[src/design/protection_state_arbiter_defines.vh]
// Constants for the battery protection decision logic.
// Assumes a 25 MHz system clock; times are in their own units.
`ifndef PROTECTION_STATE_ARBITER_DEFINES_VH
`define PROTECTION_STATE_ARBITER_DEFINES_VH

// Clock rate in kHz, keeps products below two to the thirty-first
`define CLK_KHZ 25000

// Width of every delay counter
`define DLY_W 26

// Right shift applied to counter delays in shortening mode
`define TEST_SHIFT 6

// Delay times, plain defaults
`define OVC_DET_MS 1000
`define OVC_REL_MS 16
`define OVD_DET_MS 125
`define OVD_REL_MS 16
`define OCUR_DET_MS 8
`define OCUR_REL_MS 2
`define XCHG_DET_MS 16
`define XCHG_REL_MS 16
`define SHORT_DET_US 300

// Cycle counts derived from the times, least times round up
`define MS_TO_CYC(ms) ((ms) * `CLK_KHZ)
`define US_TO_CYC(us) ((((us) * `CLK_KHZ) + 999) / 1000)
`define OVC_DET_CYC `MS_TO_CYC(`OVC_DET_MS)
`define OVC_REL_CYC `MS_TO_CYC(`OVC_REL_MS)
`define OVD_DET_CYC `MS_TO_CYC(`OVD_DET_MS)
`define OVD_REL_CYC `MS_TO_CYC(`OVD_REL_MS)
`define OCUR_DET_CYC `MS_TO_CYC(`OCUR_DET_MS)
`define OCUR_REL_CYC `MS_TO_CYC(`OCUR_REL_MS)
`define XCHG_DET_CYC `MS_TO_CYC(`XCHG_DET_MS)
`define XCHG_REL_CYC `MS_TO_CYC(`XCHG_REL_MS)
`define SHORT_DET_CYC `US_TO_CYC(`SHORT_DET_US)

// Bit positions in the synchroniser vector
`define SYN_OVC 0
`define SYN_OVD 1
`define SYN_OCUR 2
`define SYN_SHORT 3
`define SYN_XCHG 4
`define SYN_STBY 5
`define SYN_TEST 6
`define SYN_W 7

// Reset value of the synchroniser vector
`define SYN_RST 7'h00

`endif

[src/design/delay_timer.v]
// One delay counter for a detection or release delay.
// Assumes run and target come from logic on clk_sys.
`timescale 1ns/1ps

module delay_timer #(
    parameter W = 26
) (
    clk_sys,
    rst_n,
    run,
    target,
    done
);
    input wire clk_sys;
    input wire rst_n;
    input wire run;
    input wire [W-1:0] target;
    output reg done;

    reg [W-1:0] cnt_r;

    ////////////////////////////////////////////////////////////////////
    // Count while run is high, pulse done after target cycles
    always @(posedge clk_sys or negedge rst_n) begin
        if (!rst_n) begin
            cnt_r <= {W{1'b0}};
            done <= 1'b0;
        end else if (!run) begin
            cnt_r <= {W{1'b0}};
            done <= 1'b0;
        end else if (cnt_r >= target - {{(W-1){1'b0}}, 1'b1}) begin
            cnt_r <= {W{1'b0}};
            done <= 1'b1;
        end else begin
            cnt_r <= cnt_r + {{(W-1){1'b0}}, 1'b1};
            done <= 1'b0;
        end
    end
endmodule

[src/design/protection_state_arbiter.v]
// Decision logic of a two-cell battery protection device.
// Assumes comparator results and the test pin arrive asynchronously
// and that the test pin reads low when left open.
`timescale 1ns/1ps
`include "protection_state_arbiter_defines.vh"

// Notes on behaviour
// - Test pin high shortens every counter-made delay except short-circuit detection.
// - Test pin open or low keeps full-length counter delays.
// - Short-circuit delay is not counter-scaled and ignores the test pin.
// - Overcharge detection in progress wins over a new over-discharge.
// - Over-discharge detection resumes after overcharge completes if still true.
// - Overcharge completed first leaves the minus node with no pull.
// - Over-discharge after overcharge: pull-up on, no standby.
// - Overcharge and over-current run in parallel; overcharge keeps counting.
// - Established overcharge aborts a pending over-current detection.
// - Over-current completed first enables the pull-down path.
// - Overcharge arising suspends over-discharge detection, overcharge first.
// - Over-discharge and over-current run in parallel; over-discharge continues.
// - Established over-discharge aborts a pending over-current detection.
// - Completed over-discharge switches to pull-up and enters standby unless overcharge is held.
// - Short-circuit detection runs independently of all other detections.
// - Excessive charger blocked during discharge faults; delay starts after.
// - Overcharge detected after its delay drives the charge gate low.
// - Over-discharge detected after its delay drives the discharge gate low.
// - Over-current detected after its delay drives discharge gate low, no standby.
module protection_state_arbiter #(
    parameter [`DLY_W-1:0] OVC_DET_CYC = `OVC_DET_CYC,
    parameter [`DLY_W-1:0] OVC_REL_CYC = `OVC_REL_CYC,
    parameter [`DLY_W-1:0] OVD_DET_CYC = `OVD_DET_CYC,
    parameter [`DLY_W-1:0] OVD_REL_CYC = `OVD_REL_CYC,
    parameter [`DLY_W-1:0] OCUR_DET_CYC = `OCUR_DET_CYC,
    parameter [`DLY_W-1:0] OCUR_REL_CYC = `OCUR_REL_CYC,
    parameter [`DLY_W-1:0] XCHG_DET_CYC = `XCHG_DET_CYC,
    parameter [`DLY_W-1:0] XCHG_REL_CYC = `XCHG_REL_CYC,
    parameter [`DLY_W-1:0] SHORT_DET_CYC = `SHORT_DET_CYC
) (
    clk_sys,
    rst_n,
    cmp_ovc,
    cmp_ovd,
    cmp_ocur,
    cmp_short,
    cmp_xchg,
    cmp_stby_rel,
    test_mode_pin,
    chg_gate_r,
    dis_gate_r,
    pull_up_en_r,
    pull_down_en_r,
    standby_r
);
    input wire clk_sys;
    input wire rst_n;
    input wire cmp_ovc;
    input wire cmp_ovd;
    input wire cmp_ocur;
    input wire cmp_short;
    input wire cmp_xchg;
    input wire cmp_stby_rel;
    input wire test_mode_pin;
    output reg chg_gate_r;
    output reg dis_gate_r;
    output reg pull_up_en_r;
    output reg pull_down_en_r;
    output reg standby_r;

    ////////////////////////////////////////////////////////////////////
    // Delay scaling for shortening mode, never below one cycle
    function [`DLY_W-1:0] scaled;
        input [`DLY_W-1:0] n;
        input shorten;
        reg [`DLY_W-1:0] s;
        begin
            s = n;
            if (shorten) begin
                s = n >> `TEST_SHIFT;
            end
            if (s == {`DLY_W{1'b0}}) begin
                s = {{(`DLY_W-1){1'b0}}, 1'b1};
            end
            scaled = s;
        end
    endfunction

    ////////////////////////////////////////////////////////////////////
    // Input synchronisers, two stages for every pin
    reg [`SYN_W-1:0] sync1_r;
    reg [`SYN_W-1:0] sync2_r;
    wire [`SYN_W-1:0] pins;

    assign pins = {test_mode_pin, cmp_stby_rel, cmp_xchg, cmp_short,
                   cmp_ocur, cmp_ovd, cmp_ovc};

    // First stage is read only by the second
    always @(posedge clk_sys or negedge rst_n) begin
        if (!rst_n) begin
            sync1_r <= `SYN_RST;
            sync2_r <= `SYN_RST;
        end else begin
            sync1_r <= pins;
            sync2_r <= sync1_r;
        end
    end

    wire ovc_s = sync2_r[`SYN_OVC];
    wire ovd_s = sync2_r[`SYN_OVD];
    wire ocur_s = sync2_r[`SYN_OCUR];
    wire short_s = sync2_r[`SYN_SHORT];
    wire xchg_s = sync2_r[`SYN_XCHG];
    wire stby_s = sync2_r[`SYN_STBY];
    wire test_s = sync2_r[`SYN_TEST];

    ////////////////////////////////////////////////////////////////////
    // Detection state
    reg ovc_det_r;
    reg ovd_det_r;
    reg ocur_det_r;
    reg short_det_r;
    reg xchg_det_r;
    reg stby_st_r;

    wire ovc_done;
    wire ovd_done;
    wire ocur_done;
    wire short_done;
    wire orel_done;
    wire xchg_done;

    // Overcharge counting toward detection
    wire ovc_busy = ovc_s & ~ovc_det_r;
    // Any discharge-side fault held or in detection
    wire dis_fault = ovd_det_r | ocur_det_r | short_det_r;
    wire dis_pending = (ovd_s & ~ovd_det_r) | (ocur_s & ~ocur_det_r) |
                       (short_s & ~short_det_r);

    ////////////////////////////////////////////////////////////////////
    // Timer run conditions and targets
    wire ovc_run = ovc_det_r ? ~ovc_s : ovc_s;
    wire [`DLY_W-1:0] ovc_tgt =
        scaled(ovc_det_r ? OVC_REL_CYC : OVC_DET_CYC, test_s);

    // Over-discharge waits while overcharge is counting
    wire ovd_run = ovd_det_r ? (~ovd_s & ~stby_st_r)
                             : (ovd_s & ~ovc_busy);
    wire [`DLY_W-1:0] ovd_tgt =
        scaled(ovd_det_r ? OVD_REL_CYC : OVD_DET_CYC, test_s);

    // Over-current dropped once overcharge or over-discharge holds
    wire ocur_run = ocur_s & ~ocur_det_r & ~ovc_det_r &
                    ~ovd_det_r;
    wire [`DLY_W-1:0] ocur_tgt = scaled(OCUR_DET_CYC, test_s);

    // Short circuit has a fixed delay and no blocking term
    wire short_run = short_s & ~short_det_r;
    wire [`DLY_W-1:0] short_tgt = SHORT_DET_CYC;

    // Shared release of over-current and short circuit
    wire orel_run = (ocur_det_r | short_det_r) & ~ocur_s & ~short_s;
    wire [`DLY_W-1:0] orel_tgt = scaled(OCUR_REL_CYC, test_s);

    // Excessive charger detection counts only outside discharge faults
    wire xchg_run = xchg_det_r ? ~xchg_s
                               : (xchg_s & ~dis_fault &
                                  ~dis_pending);
    wire [`DLY_W-1:0] xchg_tgt =
        scaled(xchg_det_r ? XCHG_REL_CYC : XCHG_DET_CYC, test_s);

    ////////////////////////////////////////////////////////////////////
    // Delay counters
    delay_timer #(.W(`DLY_W)) u_ovc_tmr (
        .clk_sys(clk_sys),
        .rst_n(rst_n),
        .run(ovc_run),
        .target(ovc_tgt),
        .done(ovc_done)
    );

    delay_timer #(.W(`DLY_W)) u_ovd_tmr (
        .clk_sys(clk_sys),
        .rst_n(rst_n),
        .run(ovd_run),
        .target(ovd_tgt),
        .done(ovd_done)
    );

    delay_timer #(.W(`DLY_W)) u_ocur_tmr (
        .clk_sys(clk_sys),
        .rst_n(rst_n),
        .run(ocur_run),
        .target(ocur_tgt),
        .done(ocur_done)
    );

    delay_timer #(.W(`DLY_W)) u_short_tmr (
        .clk_sys(clk_sys),
        .rst_n(rst_n),
        .run(short_run),
        .target(short_tgt),
        .done(short_done)
    );

    delay_timer #(.W(`DLY_W)) u_orel_tmr (
        .clk_sys(clk_sys),
        .rst_n(rst_n),
        .run(orel_run),
        .target(orel_tgt),
        .done(orel_done)
    );

    delay_timer #(.W(`DLY_W)) u_xchg_tmr (
        .clk_sys(clk_sys),
        .rst_n(rst_n),
        .run(xchg_run),
        .target(xchg_tgt),
        .done(xchg_done)
    );

    ////////////////////////////////////////////////////////////////////
    // Overcharge detect and release
    always @(posedge clk_sys or negedge rst_n) begin
        if (!rst_n) begin
            ovc_det_r <= 1'b0;
        end else if (ovc_done & ovc_run) begin
            ovc_det_r <= ~ovc_det_r;
        end
    end

    // Over-discharge detect and release
    always @(posedge clk_sys or negedge rst_n) begin
        if (!rst_n) begin
            ovd_det_r <= 1'b0;
        end else if (ovd_done & ovd_run) begin
            ovd_det_r <= ~ovd_det_r;
        end
    end

    // Standby entry on over-discharge, left by a charger
    always @(posedge clk_sys or negedge rst_n) begin
        if (!rst_n) begin
            stby_st_r <= 1'b0;
        end else if (ovd_done & ovd_run & ~ovd_det_r) begin
            stby_st_r <= ~ovc_det_r;
        end else if (stby_st_r & stby_s) begin
            stby_st_r <= 1'b0;
        end
    end

    // Over-current detect; release shared with short circuit
    always @(posedge clk_sys or negedge rst_n) begin
        if (!rst_n) begin
            ocur_det_r <= 1'b0;
        end else if (ocur_done & ocur_run) begin
            ocur_det_r <= 1'b1;
        end else if (orel_done & orel_run) begin
            ocur_det_r <= 1'b0;
        end
    end

    // Short-circuit detect and release
    always @(posedge clk_sys or negedge rst_n) begin
        if (!rst_n) begin
            short_det_r <= 1'b0;
        end else if (short_done & short_run) begin
            short_det_r <= 1'b1;
        end else if (orel_done & orel_run) begin
            short_det_r <= 1'b0;
        end
    end

    // Excessive charger detect and release
    always @(posedge clk_sys or negedge rst_n) begin
        if (!rst_n) begin
            xchg_det_r <= 1'b0;
        end else if (xchg_done & xchg_run) begin
            xchg_det_r <= ~xchg_det_r;
        end
    end

    ////////////////////////////////////////////////////////////////////
    // Gate and pull outputs, one cycle behind the state
    always @(posedge clk_sys or negedge rst_n) begin
        if (!rst_n) begin
            chg_gate_r <= 1'b1;
            dis_gate_r <= 1'b1;
            pull_up_en_r <= 1'b0;
            pull_down_en_r <= 1'b0;
            standby_r <= 1'b0;
        end else begin
            chg_gate_r <= ~(ovc_det_r | xchg_det_r);
            dis_gate_r <= ~dis_fault;
            pull_up_en_r <= ovd_det_r;
            // Pull-down only for current faults without over-discharge
            pull_down_en_r <= (ocur_det_r | short_det_r) &
                              ~ovd_det_r;
            standby_r <= stby_st_r;
        end
    end
endmodule

[config.mk]
export PLATFORM = sky130hd
export DESIGN_NAME = protection_state_arbiter
export DESIGN_NICKNAME = d
export VERILOG_FILES = /design/src/design/delay_timer.v /design/src/design/protection_state_arbiter.v
export VERILOG_INCLUDE_DIRS = /design/src /design/src/design
export SDC_FILE = /design/constraint.sdc
export NUM_CORES = 1
export LEC_CHECK = 0
export ABC_AREA = 1
export BUFFER_PORTS_ARGS = -buffer_cell sky130_fd_sc_hd__buf_4
export CAP_MARGIN = 20
export CORE_ASPECT_RATIO = 0.6
export CORE_MARGIN = 4
export CORE_UTILIZATION = 34
export DETAILED_ROUTE_END_ITERATION = 16
export PLACE_DENSITY = 0.46
export SYNTH_ARGS = -nofsm -noshare
export SYNTH_HDL_FRONTEND = slang
export SYNTH_SLANG_ARGS = --single-unit
[constraint.sdc]
create_clock -name clk_sys -period 4 [get_ports clk_sys]
set_input_delay 0.2 -clock clk_sys [delete_from_list [all_inputs] [get_ports clk_sys]]
set_output_delay 0.2 -clock clk_sys [all_outputs]
set_load 0.1 [all_outputs]
==> results of run 1 <==
## layer usage
layer | up-vias | wire, um
li1 | 3952 | -
met4 | 0 | 229
met1 | 3381 | 13500
met2 | 95 | 8030
met5 | - | 0
met3 | 16 | 746
## cell type report
class / instances / area (um^2) / area share
sequential: 187 / 4680 / 0.409
clock buffer: 18 / 429 / 0.0375
timing repair buffer: 30 / 251 / 0.0220
tap: 400 / 500 / 0.0437
multi-input combinational: 906 / 4970 / 0.434
clock inverter: 14 / 145 / 0.0127
inverter: 127 / 477 / 0.0416
## cell usage after synthesis, types with 11 or more instances
cell     instances
nand2_1        241
nand4_1         31
ha_1            78
inv_2           11
nor2_4          13
nand3_1         69
dfrtp_1        185
o21ai_0         15
inv_1          116
xor2_1          46
nor2_1         229
nor3_1          30
xnor2_1         14
a21oi_1         27
o21ai_1         14
## logic make-up (layout without fill, tap and decap cells)
| kind of cell | count (synthesis) | count (layout) | synth area share |
|---|---|---|---|
| other | 1 | 39 | 0.000373 |
| xor gates and xnor gates | 60 | 60 | 0.0523 |
| buffers and inverters | 140 | 189 | 0.0545 |
| adders and majority gates | 78 | 78 | 0.0971 |
| and+or+nand+nor | 646 | 646 | 0.282 |
| DFF | 187 | 187 | 0.466 |
| AOI/OAI and AO/OA | 83 | 83 | 0.0479 |
## report_power, final
part | switching [uW] | total [uW] | internal, uW | leakage, uW
combinational | 428 | 575 | 147 | 0.00243
clock | 854 | 1690 | 835 | 0.000281
sequential | 33.8 | 2010 | 1980 | 0.00247
## worst paths after layout
check	endpoint	slack, ns
worst max-delay path	u_ovc_tmr.cnt_r[17]	1.14
worst min-delay path	sync2_r[5]	0.35
worst max register to register	u_ovc_tmr.cnt_r[17]	1.14
worst min register to register	sync2_r[5]	0.35
max in group asynchronous	u_ovc_tmr.cnt_r[8]	2.67
min in group asynchronous	u_ovc_tmr.cnt_r[18]	0.41
## what timing repair did
| item | CTS | global route |
|---|---|---|
| endpoints found under the hold margin | 110 | 0 |
| gates resized for setup | 0 | 0 |
| hold buffers | 8 | 0 |
## registers in the layout, indices dropped and copies added, names as in the netlist, 7 cells and up
| name | count |
|---|---|
| u_short_tmr.cnt_r | 26 |
| sync1_r | 7 |
| u_ovc_tmr.cnt_r | 26 |
| u_ocur_tmr.cnt_r | 26 |
| sync2_r | 7 |
| u_ovd_tmr.cnt_r | 26 |
| u_xchg_tmr.cnt_r | 26 |
| u_orel_tmr.cnt_r | 26 |
## per-stage QoR
stage,hold slack [ns],utilization,power (uW),area [um^2]
finish,0.350,0.396,4270,11500
global placement,0.310,0.373,2620,10800
CTS,0.354,0.396,4350,11500
detailed placement,0.312,0.373,2630,10800
floorplan,-0.0956,-,2430,10200
global route,0.359,0.396,4510,11500
==> flow_metrics.py, run 1 <==
metrics = {
    "worst_setup_path": {
        "critPathCaptureType": "flip-flop",
        "crit_buf_inv": 3,
        "crit_fanout": 23,
        "critPathArrivalTime_ns": 3.24,
        "r2r_start": "ovc_det_r",
        "r2r_cells": 16,
        "critPathLaunch": "ovc_det_r",
        "critPathTopFamily": "simple AND/OR/NAND/NOR gates",
        "critical_path_depth": 16,
        "start_kind": "flip-flop",
        "path_cells": "inv_1 > ha_1 > nor3_1 > nand3_1 > nor3_1 > ha_1 > nand2_1 > inv_1 > nand2_1 > nand2_1 > nand2_1 > nand2_1 > a21oi_2 > nand4_1 > buf_4 > nor2_1",
        "critPathKind": "flip-flop to flip-flop",
        "required_ns": 4.38,
        "slowest_stage": "dfrtp_1",
        "cp_slowest_stage_delay_ns": 0.57,
        "cp_common_cell": "nand2_1",
    },
    "timing": {
        "finalCritPeriodShare": 0.715,
        "setup_ws_ns": 1.14,
        "rsz0062_at_grt": "false",
        "tightest_slew_ns": 0.916,
        "max_freq_mhz": 350,
        "period_minus_slack_ns": 2.86,
        "slew_violations": 0,
        "tns_ns": 0,
        "skew_ns": 0.00803,
        "setup_viol": 0,
        "hold_viol": 0,
        "relSlewSlack": 0.389,
    },
    "yosys": {
        "synth-seq-area-share": 0.466,
        "syn_inst": 1195,
        "yosys.area.top_type_share": 0.460,
        "async_flop_share": 1.00,
        "synth-edff-count": 0,
        "yosys_warnings": 0,
        "synth.avg_cell_area_um2": 8.41,
        "ys.flop_type": "dfrtp_1",
        "synthesis.area_um2": 10100,
        "synth_top_area_cell": "dfrtp_1",
        "synth_seq_cells": 187,
        "synth_area_leaders": "dfrtp_1 (46%), ha_1 (9.7%), nand2_1 (9.0%)",
        "yosysUniqueCellTypes": 43,
    },
    "min_path": {
        "holdPathStages": 0,
        "hold_class": "flip-flop to flip-flop",
        "hp-start": "sync1_r[5]",
    },
    "route": {
        "wire_per_inst_um": 13.4,
        "drc_errors": 0,
        "first_iter_violations": 566,
        "dr_total_vias": 7444,
        "via_per_inst": 4.43,
        "routed_wl_mm": 22.5,
        "first_pass_iters": 4,
        "ant_nets": 0,
    },
    "floorplan": {
        "die_x_um": 230,
        "die_h_um": 141,
        "io_pins": 14,
        "coreArea_um2": 28900,
        "die_area_um2": 32500,
        "rows": 48,
        "initial_core_util": 0.347,
    },
    "clocking": {
        "clkTransAtPathRegs_ns": 0.07,
        "cts_setup_buffers": 0,
        "cts_buffers": 17,
        "numClockSinks": 187,
        "cts_tree": "yes",
        "clk_latency_ns": 0.45,
        "cts.htree.levels": 4,
        "clockBufferDepth": 2,
        "cts-root-buf": "clkbuf_16",
    },
    "grt": {
        "antenna_found_initial": 0,
        "grt_first_pass_wirelength_mm": 38.0,
        "met2_usage": 0.185,
        "grt_use_total": 0.147,
        "grt_max_degree": 109,
        "first_global_vias": 7007,
        "top_usage_layer": "met1",
        "met3_usage": 0.0313,
        "met1_usage": 0.246,
        "globalRoute.totalOverflow": 0,
    },
    "final_layout": {
        "fillers": 2983,
        "antenna_cells": 0,
        "fin_cells": 1682,
        "drive_above_1_share": 0.0796,
        "nNetsFinal": 1356,
        "final_common_cell": "nand2_1",
        "final_cell_mix": "nand2_1 (241), nor2_1 (229), dfrtp_1 (185), inv_1 (116), ha_1 (78)",
        "synthToLayoutAreaGrowth_pct": 13.9,
    },
    "place": {
        "gp_congestion": 0.783,
        "io_buffers": 13,
        "dpl.cell_count": 1642,
        "dp_hpwl_mm": 16.5,
        "place_ws_ns": 1.13,
    },
    "power_and_ir_drop": {
        "pwr_density_cell_nw_per_um2": 373,
        "leakage_uw": 0.00518,
        "ir_worst_vdd_mv": 0.303,
    },
    "flow_run": {
        "max-cap-violations": 0,
    },
    "run_status": {
        "outcome": "finished, final reports clean",
    },
}
Note: power is estimated with default switching activity, not from simulation.
==> run 2: changes to the inputs <==
Settings changed: ABC_AREA 1 to 0, PLACE_DENSITY 0.46 to 0.48.
Clock period 4 ns to 2.4 ns, I/O delays scaled along.
==> flow_metrics.py, run 2 <==
metrics = {
    "run_status": {
        "outcome": "finished, violations left",
        "violations": "setup timing",
    },
    "worst_setup_path": {
        "critical_path_depth": 11,
        "critPathArrivalTime_ns": 2.90,
        "slowest_stage": "dfrtp_4",
        "critPathKind": "flip-flop to flip-flop",
        "r2r_cells": 11,
        "crit_buf_inv": 2,
        "start_kind": "flip-flop",
        "critPathCaptureType": "flip-flop",
        "cp_slowest_stage_delay_ns": 0.53,
        "rr_endpoint": "u_ovc_tmr.cnt_r[7]",
        "r2r_start": "sync2_r[6]",
        "crit_fanout": 25,
        "required_ns": 2.76,
        "path_cells": "inv_6 > ha_4 > nor2_4 > and4_1 > ha_1 > and2_4 > a221o_1 > a22oi_2 > nand2_2 > buf_12 > nor3_1",
        "r2r_slack_ns": -0.13,
        "critPathTopFamily": "simple AND/OR/NAND/NOR gates",
    },
    "place": {
        "dpl.cell_count": 1342,
        "place_ws_ns": -0.218,
        "io_buffers": 13,
        "dp_hpwl_mm": 14.8,
        "gp_congestion": 0.776,
    },
    "flow_run": {
        "max-cap-violations": 0,
    },
    "yosys": {
        "syn_inst": 896,
        "synth-edff-count": 0,
        "synth-seq-area-share": 0.490,
        "synthesis.area_um2": 9560,
        "yosys-top-cells-count": "dfrtp_1 (185), nor2_1 (83), ha_1 (78), nor3_1 (59), xor2_1 (59)",
        "ys.flop_type": "dfrtp_1",
        "synth_most_common_cell": "dfrtp_1",
        "yosys_warnings": 0,
        "async_flop_share": 1.00,
        "yosysUniqueCellTypes": 59,
        "synth_area_leaders": "dfrtp_1 (48%), ha_1 (10%), xor2_1 (5.4%)",
        "synth_top_area_cell": "dfrtp_1",
        "synth_seq_cells": 187,
        "synth.avg_cell_area_um2": 10.7,
        "yosys.area.top_type_share": 0.484,
    },
    "floorplan": {
        "rows": 47,
        "coreArea_um2": 27600,
        "initial_core_util": 0.346,
        "die_h_um": 138,
        "die_x_um": 224,
        "io_pins": 14,
        "die_area_um2": 30900,
    },
    "clocking": {
        "clockBufferDepth": 2,
        "clkTransAtPathRegs_ns": 0.07,
        "cts_buffers": 17,
        "cts-root-buf": "clkbuf_16",
        "clk_latency_ns": 0.45,
        "numClockSinks": 187,
        "cts.htree.levels": 4,
        "cts_tree": "yes",
    },
    "final_layout": {
        "nNetsFinal": 1103,
        "final_common_cell": "dfrtp_1",
        "final_cell_mix": "dfrtp_1 (182), nor2_1 (81), ha_1 (65), xor2_1 (59), buf_4 (59)",
        "synthToLayoutAreaGrowth_pct": 28.8,
        "drive_above_1_share": 0.231,
        "antenna_cells": 0,
        "fin_cells": 1396,
    },
    "route": {
        "first_iter_violations": 411,
        "ant_nets": 0,
        "wire_per_inst_um": 15.6,
        "via_per_inst": 4.89,
        "drc_errors": 0,
        "first_pass_iters": 4,
        "dr_total_vias": 6821,
        "routed_wl_mm": 21.8,
    },
    "power_and_ir_drop": {
        "pwr_density_cell_nw_per_um2": 612,
        "p_total_uw": 7530,
        "ir_worst_vdd_mv": 0.450,
        "leakage_uw": 0.00504,
    },
    "timing": {
        "rsz0062_at_grt": "true",
        "finalCritPeriodShare": 1.06,
        "max_freq_mhz": 395,
        "hold_viol": 0,
        "setup_ws_ns": -0.133,
        "period_minus_slack_ns": 2.53,
        "relSlewSlack": 0.615,
        "setup_viol": 58,
        "slew_violations": 0,
        "tightest_slew_ns": 0.572,
        "skew_ns": 0.0138,
    },
    "min_path": {
        "hold_class": "input pin to asynchronous set/reset pin",
    },
    "grt": {
        "globalRoute.totalOverflow": 0,
        "grt_max_degree": 63,
        "first_global_vias": 6675,
        "antenna_found_initial": 0,
        "grt_first_pass_wirelength_mm": 36.2,
        "grt_use_total": 0.146,
    },
}
run 2: cell types whose count changed after synthesis, moves of 16 or more:
cell      delta
clkbuf_1    +16
and4_1      +16
nor3_1      +29
xnor2_1     +37
nor4_1      +34
nand3_1     -28
nor2_1     -146
nor4_2      +21
nand2_1    -191
inv_1       -78
run 2: metrics by stage:
stage	util	hold slack [ns]	instance area [um^2]	TNS (ns)
after floorplan	-	-0.176	9810	-3.47
after global placement	0.388	0.147	10700	-4.48
after detailed placement	0.388	0.147	10700	-6.21
after CTS	0.422	0.215	11700	-2.69
after global routing	0.445	0.253	12300	-12.43
final	0.445	0.215	12300	-3.72
run 2: cell families (layout without fill, tap and decap cells):
logic type      count (synthesis)  in the layout  share of synthesized area
compound gates                 68             68                     0.0512
flops                         187            187                      0.490
simple gates                  387            387                      0.227
xor+xnor                      110            110                      0.101
mux                             1              1                    0.00105
fa+ha+maj                      78             78                      0.102
buf+inv                        64            159                     0.0276
other cells                     1             39                   0.000392
run 2: repair_timing:
action,in CTS,in global routing
hold buffers,8,0
setup buffers,6,4
endpoints found under the hold margin,61,0
endpoints found under the setup margin,51,87
pin swaps,7,27
cloned,0,4
gates resized for setup,42,98
run 2: final cells by class:
type,instances,area (um^2)
Multi-Input combinational cell,683,5540
Sequential cell,187,4690
Tap cell,367,459
Fill cell,2616,15300
Clock buffer,22,464
Inverter,38,153
Timing Repair Buffer,89,870
Clock inverter,10,136
run 2: worst max path at each step:
stage / slack (ns) / end / from
after floorplan: -0.12 / u_ovc_tmr.cnt_r[10] / sync2_r[6]
after global placement: -0.13 / u_ovc_tmr.cnt_r[10] / sync2_r[6]
after detailed placement: -0.22 / u_ovc_tmr.cnt_r[10] / sync2_r[6]
after CTS: -0.11 / u_ovc_tmr.cnt_r[4] / sync2_r[6]
after global routing: -0.23 / u_ovc_tmr.cnt_r[7] / sync2_r[6]
final: -0.13 / u_ovc_tmr.cnt_r[7] / sync2_r[6]
run 2: power by group:
group          internal, uW  switching, uW  total (uW)
Clock                  1610           1290        2910
Combinational           383            849        1230
Sequential             3300           91.1        3390
run 2: metal layers:
metal,track usage,part of all wire,routed length [um],up-vias
met2,0.187,0.37,8170,81
met4,0.0357,0.0093,202,0
met1,0.239,0.58,12600,3286
li1,-,-,-,3434
met3,0.0355,0.038,832,20
met5,0,0,0,-
==> run 3: changes to the inputs <==
Settings changed: CELL_PAD_IN_SITES_DETAIL_PLACEMENT set to 0, CELL_PAD_IN_SITES_GLOBAL_PLACEMENT set to 1, PLACE_DENSITY 0.48 to 0.57.
==> flow_metrics.py, run 3 (synthesis results as in run 2) <==
metrics = {
    "grt": {
        "top_usage_layer": "met1",
        "antenna_found_initial": 0,
        "globalRoute.totalOverflow": 0,
        "grt_first_pass_wirelength_mm": 36.7,
        "first_global_vias": 6665,
        "grt_max_degree": 62,
        "grt_use_total": 0.151,
        "met2_usage": 0.191,
        "met1_usage": 0.249,
        "met3_usage": 0.0256,
    },
    "timing": {
        "relSlewSlack": 0.554,
        "rsz0062_at_grt": "true",
        "hold_viol": 0,
        "tns_ns": -7.94,
        "slew_violations": 0,
        "setup_viol": 65,
        "setup_ws_ns": -0.181,
        "hold_ws_ns": 0.221,
        "tightest_slew_ns": 0.662,
        "max_freq_mhz": 387,
        "period_minus_slack_ns": 2.58,
        "skew_ns": 0.0108,
        "finalCritPeriodShare": 1.08,
    },
    "floorplan": {
        "io_pins": 14,
        "die_h_um": 138,
        "die_area_um2": 30900,
        "rows": 47,
        "coreArea_um2": 27600,
        "die_x_um": 224,
        "initial_core_util": 0.346,
    },
    "clocking": {
        "cts.htree.levels": 4,
        "clk_latency_ns": 0.45,
        "cts-root-buf": "clkbuf_16",
        "cts_buffers": 17,
        "clockBufferDepth": 2,
        "numClockSinks": 187,
        "cts_tree": "yes",
        "clkTransAtPathRegs_ns": 0.07,
    },
    "power_and_ir_drop": {
        "p_int_uw": 5150,
        "clock_power_share": 0.372,
        "p_seq_frac": 0.462,
        "power_frac_comb": 0.166,
        "leakage_uw": 0.00506,
        "ir_worst_vdd_mv": 0.376,
        "power_switching_share": 0.302,
        "pwr_density_cell_nw_per_um2": 596,
        "p_switching_uw": 2230,
    },
    "final_layout": {
        "fin_util": 0.448,
        "fillers": 2612,
        "nNetsFinal": 1109,
        "antenna_cells": 0,
        "drive_above_1_share": 0.230,
        "final_common_cell": "dfrtp_1",
        "final_cell_mix": "dfrtp_1 (182), nor2_1 (77), ha_1 (64), buf_4 (60), xor2_1 (59)",
        "synthToLayoutAreaGrowth_pct": 29.6,
        "register_area_um2": 4690,
        "fin_area_um2": 12400,
        "multiInputGateArea_um2": 5590,
    },
    "worst_setup_path": {
        "cp_slowest_stage_delay_ns": 0.54,
        "critPathCaptureType": "flip-flop",
        "r2r_cells": 11,
        "path_cells": "buf_6 > buf_12 > nor2_1 > and4_1 > ha_1 > and2_4 > a221o_1 > a22oi_2 > buf_4 > nand2b_4 > nor4_4",
        "slowest_stage": "dfrtp_4",
        "critPathTopFamily": "simple AND/OR/NAND/NOR gates",
        "required_ns": 2.75,
        "crit_fanout": 9,
        "rr_endpoint": "u_ovc_tmr.cnt_r[25]",
        "critPathKind": "flip-flop to flip-flop",
        "crit_buf_inv": 3,
        "critPathArrivalTime_ns": 2.94,
        "r2r_start": "sync2_r[6]",
        "start_kind": "flip-flop",
        "r2r_slack_ns": -0.18,
    },
    "run_status": {
        "outcome": "finished, violations left",
        "violations": "setup timing",
    },
    "place": {
        "io_buffers": 13,
        "place_area_um2": 10800,
        "dp_hpwl_mm": 15.1,
        "gp_congestion": 0.779,
    },
    "route": {
        "drc_errors": 0,
        "wire_per_inst_um": 16.0,
        "first_pass_iters": 5,
        "ant_nets": 0,
        "first_iter_violations": 436,
        "via_per_inst": 4.88,
        "routed_wl_mm": 22.4,
        "dr_total_vias": 6836,
    },
    "min_path": {
        "hold_class": "input pin to asynchronous set/reset pin",
    },
    "flow_run": {
        "max-cap-violations": 0,
    },
}
## run 3: changes by cell type in the layout (fill, tap and decap cells not counted), moves of 3 or more
cell and change:
nor2_1 -4, nor3_2 -14, ha_4 +3, nor2_4 +4, nor3_1 +11, clkinvlp_4 +3, inv_2 +3, nor3_4 +3
## run 3: how the worst max path moves through the flow
| stage | start | to | slack, ns | cells past startpoint |
|---|---|---|---|---|
| final | sync2_r[6] | u_ovc_tmr.cnt_r[25] | -0.18 | 11 |
| after global routing | sync2_r[6] | u_ovc_tmr.cnt_r[16] | -0.36 | 10 |
| after CTS | sync2_r[6] | u_ovc_tmr.cnt_r[14] | -0.20 | 10 |
| after detailed placement | sync2_r[6] | u_ovc_tmr.cnt_r[2] | -0.27 | 10 |
| after global placement | sync2_r[6] | u_ovc_tmr.done | -0.26 | 10 |
| after floorplan | sync2_r[6] | u_ovc_tmr.cnt_r[10] | -0.12 | 11 |
## run 3: cell type report
cell class	instances	area share
Timing Repair Buffer	95	0.0757
Sequential cell	187	0.378
Clock buffer	21	0.0363
Multi-Input combinational cell	683	0.451
Inverter	38	0.0121
Clock inverter	11	0.00909
Tap cell	367	0.0371
## run 3: worst reg2reg max path: stages (launching register included)
cell and delay (ns):
dfrtp_4 0.54, buf_6 0.16, buf_12 0.14, nor2_1 0.09, and4_1 0.21, ha_1 0.22, and2_4 0.14, a221o_1 0.34
a22oi_2 0.19, buf_4 0.16, nand2b_4 0.06, nor4_4 0.23
## run 3: layer usage
metal,part of all wire,routed length (um)
met1,0.59,13200
met2,0.37,8350
met5,0,0
met4,0.017,380
met3,0.025,555
## run 3: power by group through the flow
stage / combinational (uW) / sequential, uW / clock [uW]
6_report: 1230 / 3410 / 2740
5_1_grt: 1350 / 3430 / 2990
2_1_floorplan: 460 / 3680 / 0
3_5_place_dp: 1090 / 3470 / 0
4_1_cts: 1160 / 3410 / 2870
3_3_place_gp: 1090 / 3470 / 0
## run 3: stage by stage
| stage | power [uW] | worst slack [ns] | cells |
|---|---|---|---|
| 2_1_floorplan | 4140 | -0.118 | 934 |
| 3_3_place_gp | 4560 | -0.265 | 1349 |
| 3_5_place_dp | 4560 | -0.272 | 1349 |
| 4_1_cts | 7440 | -0.195 | 1398 |
| 5_1_grt | 7770 | -0.362 | 1402 |
| 6_report | 7380 | -0.181 | 1402 |
## run 3: repair_timing
| action | 4_1_cts | 5_1_grt |
|---|---|---|
| cloned | 3 | 2 |
| pin swaps | 19 | 40 |
| resized for setup | 60 | 101 |
| endpoints found under the hold margin | 64 | 0 |
| hold buffers | 8 | 0 |
| setup endpoints to repair | 72 | 109 |
| setup buffers | 6 | 3 |
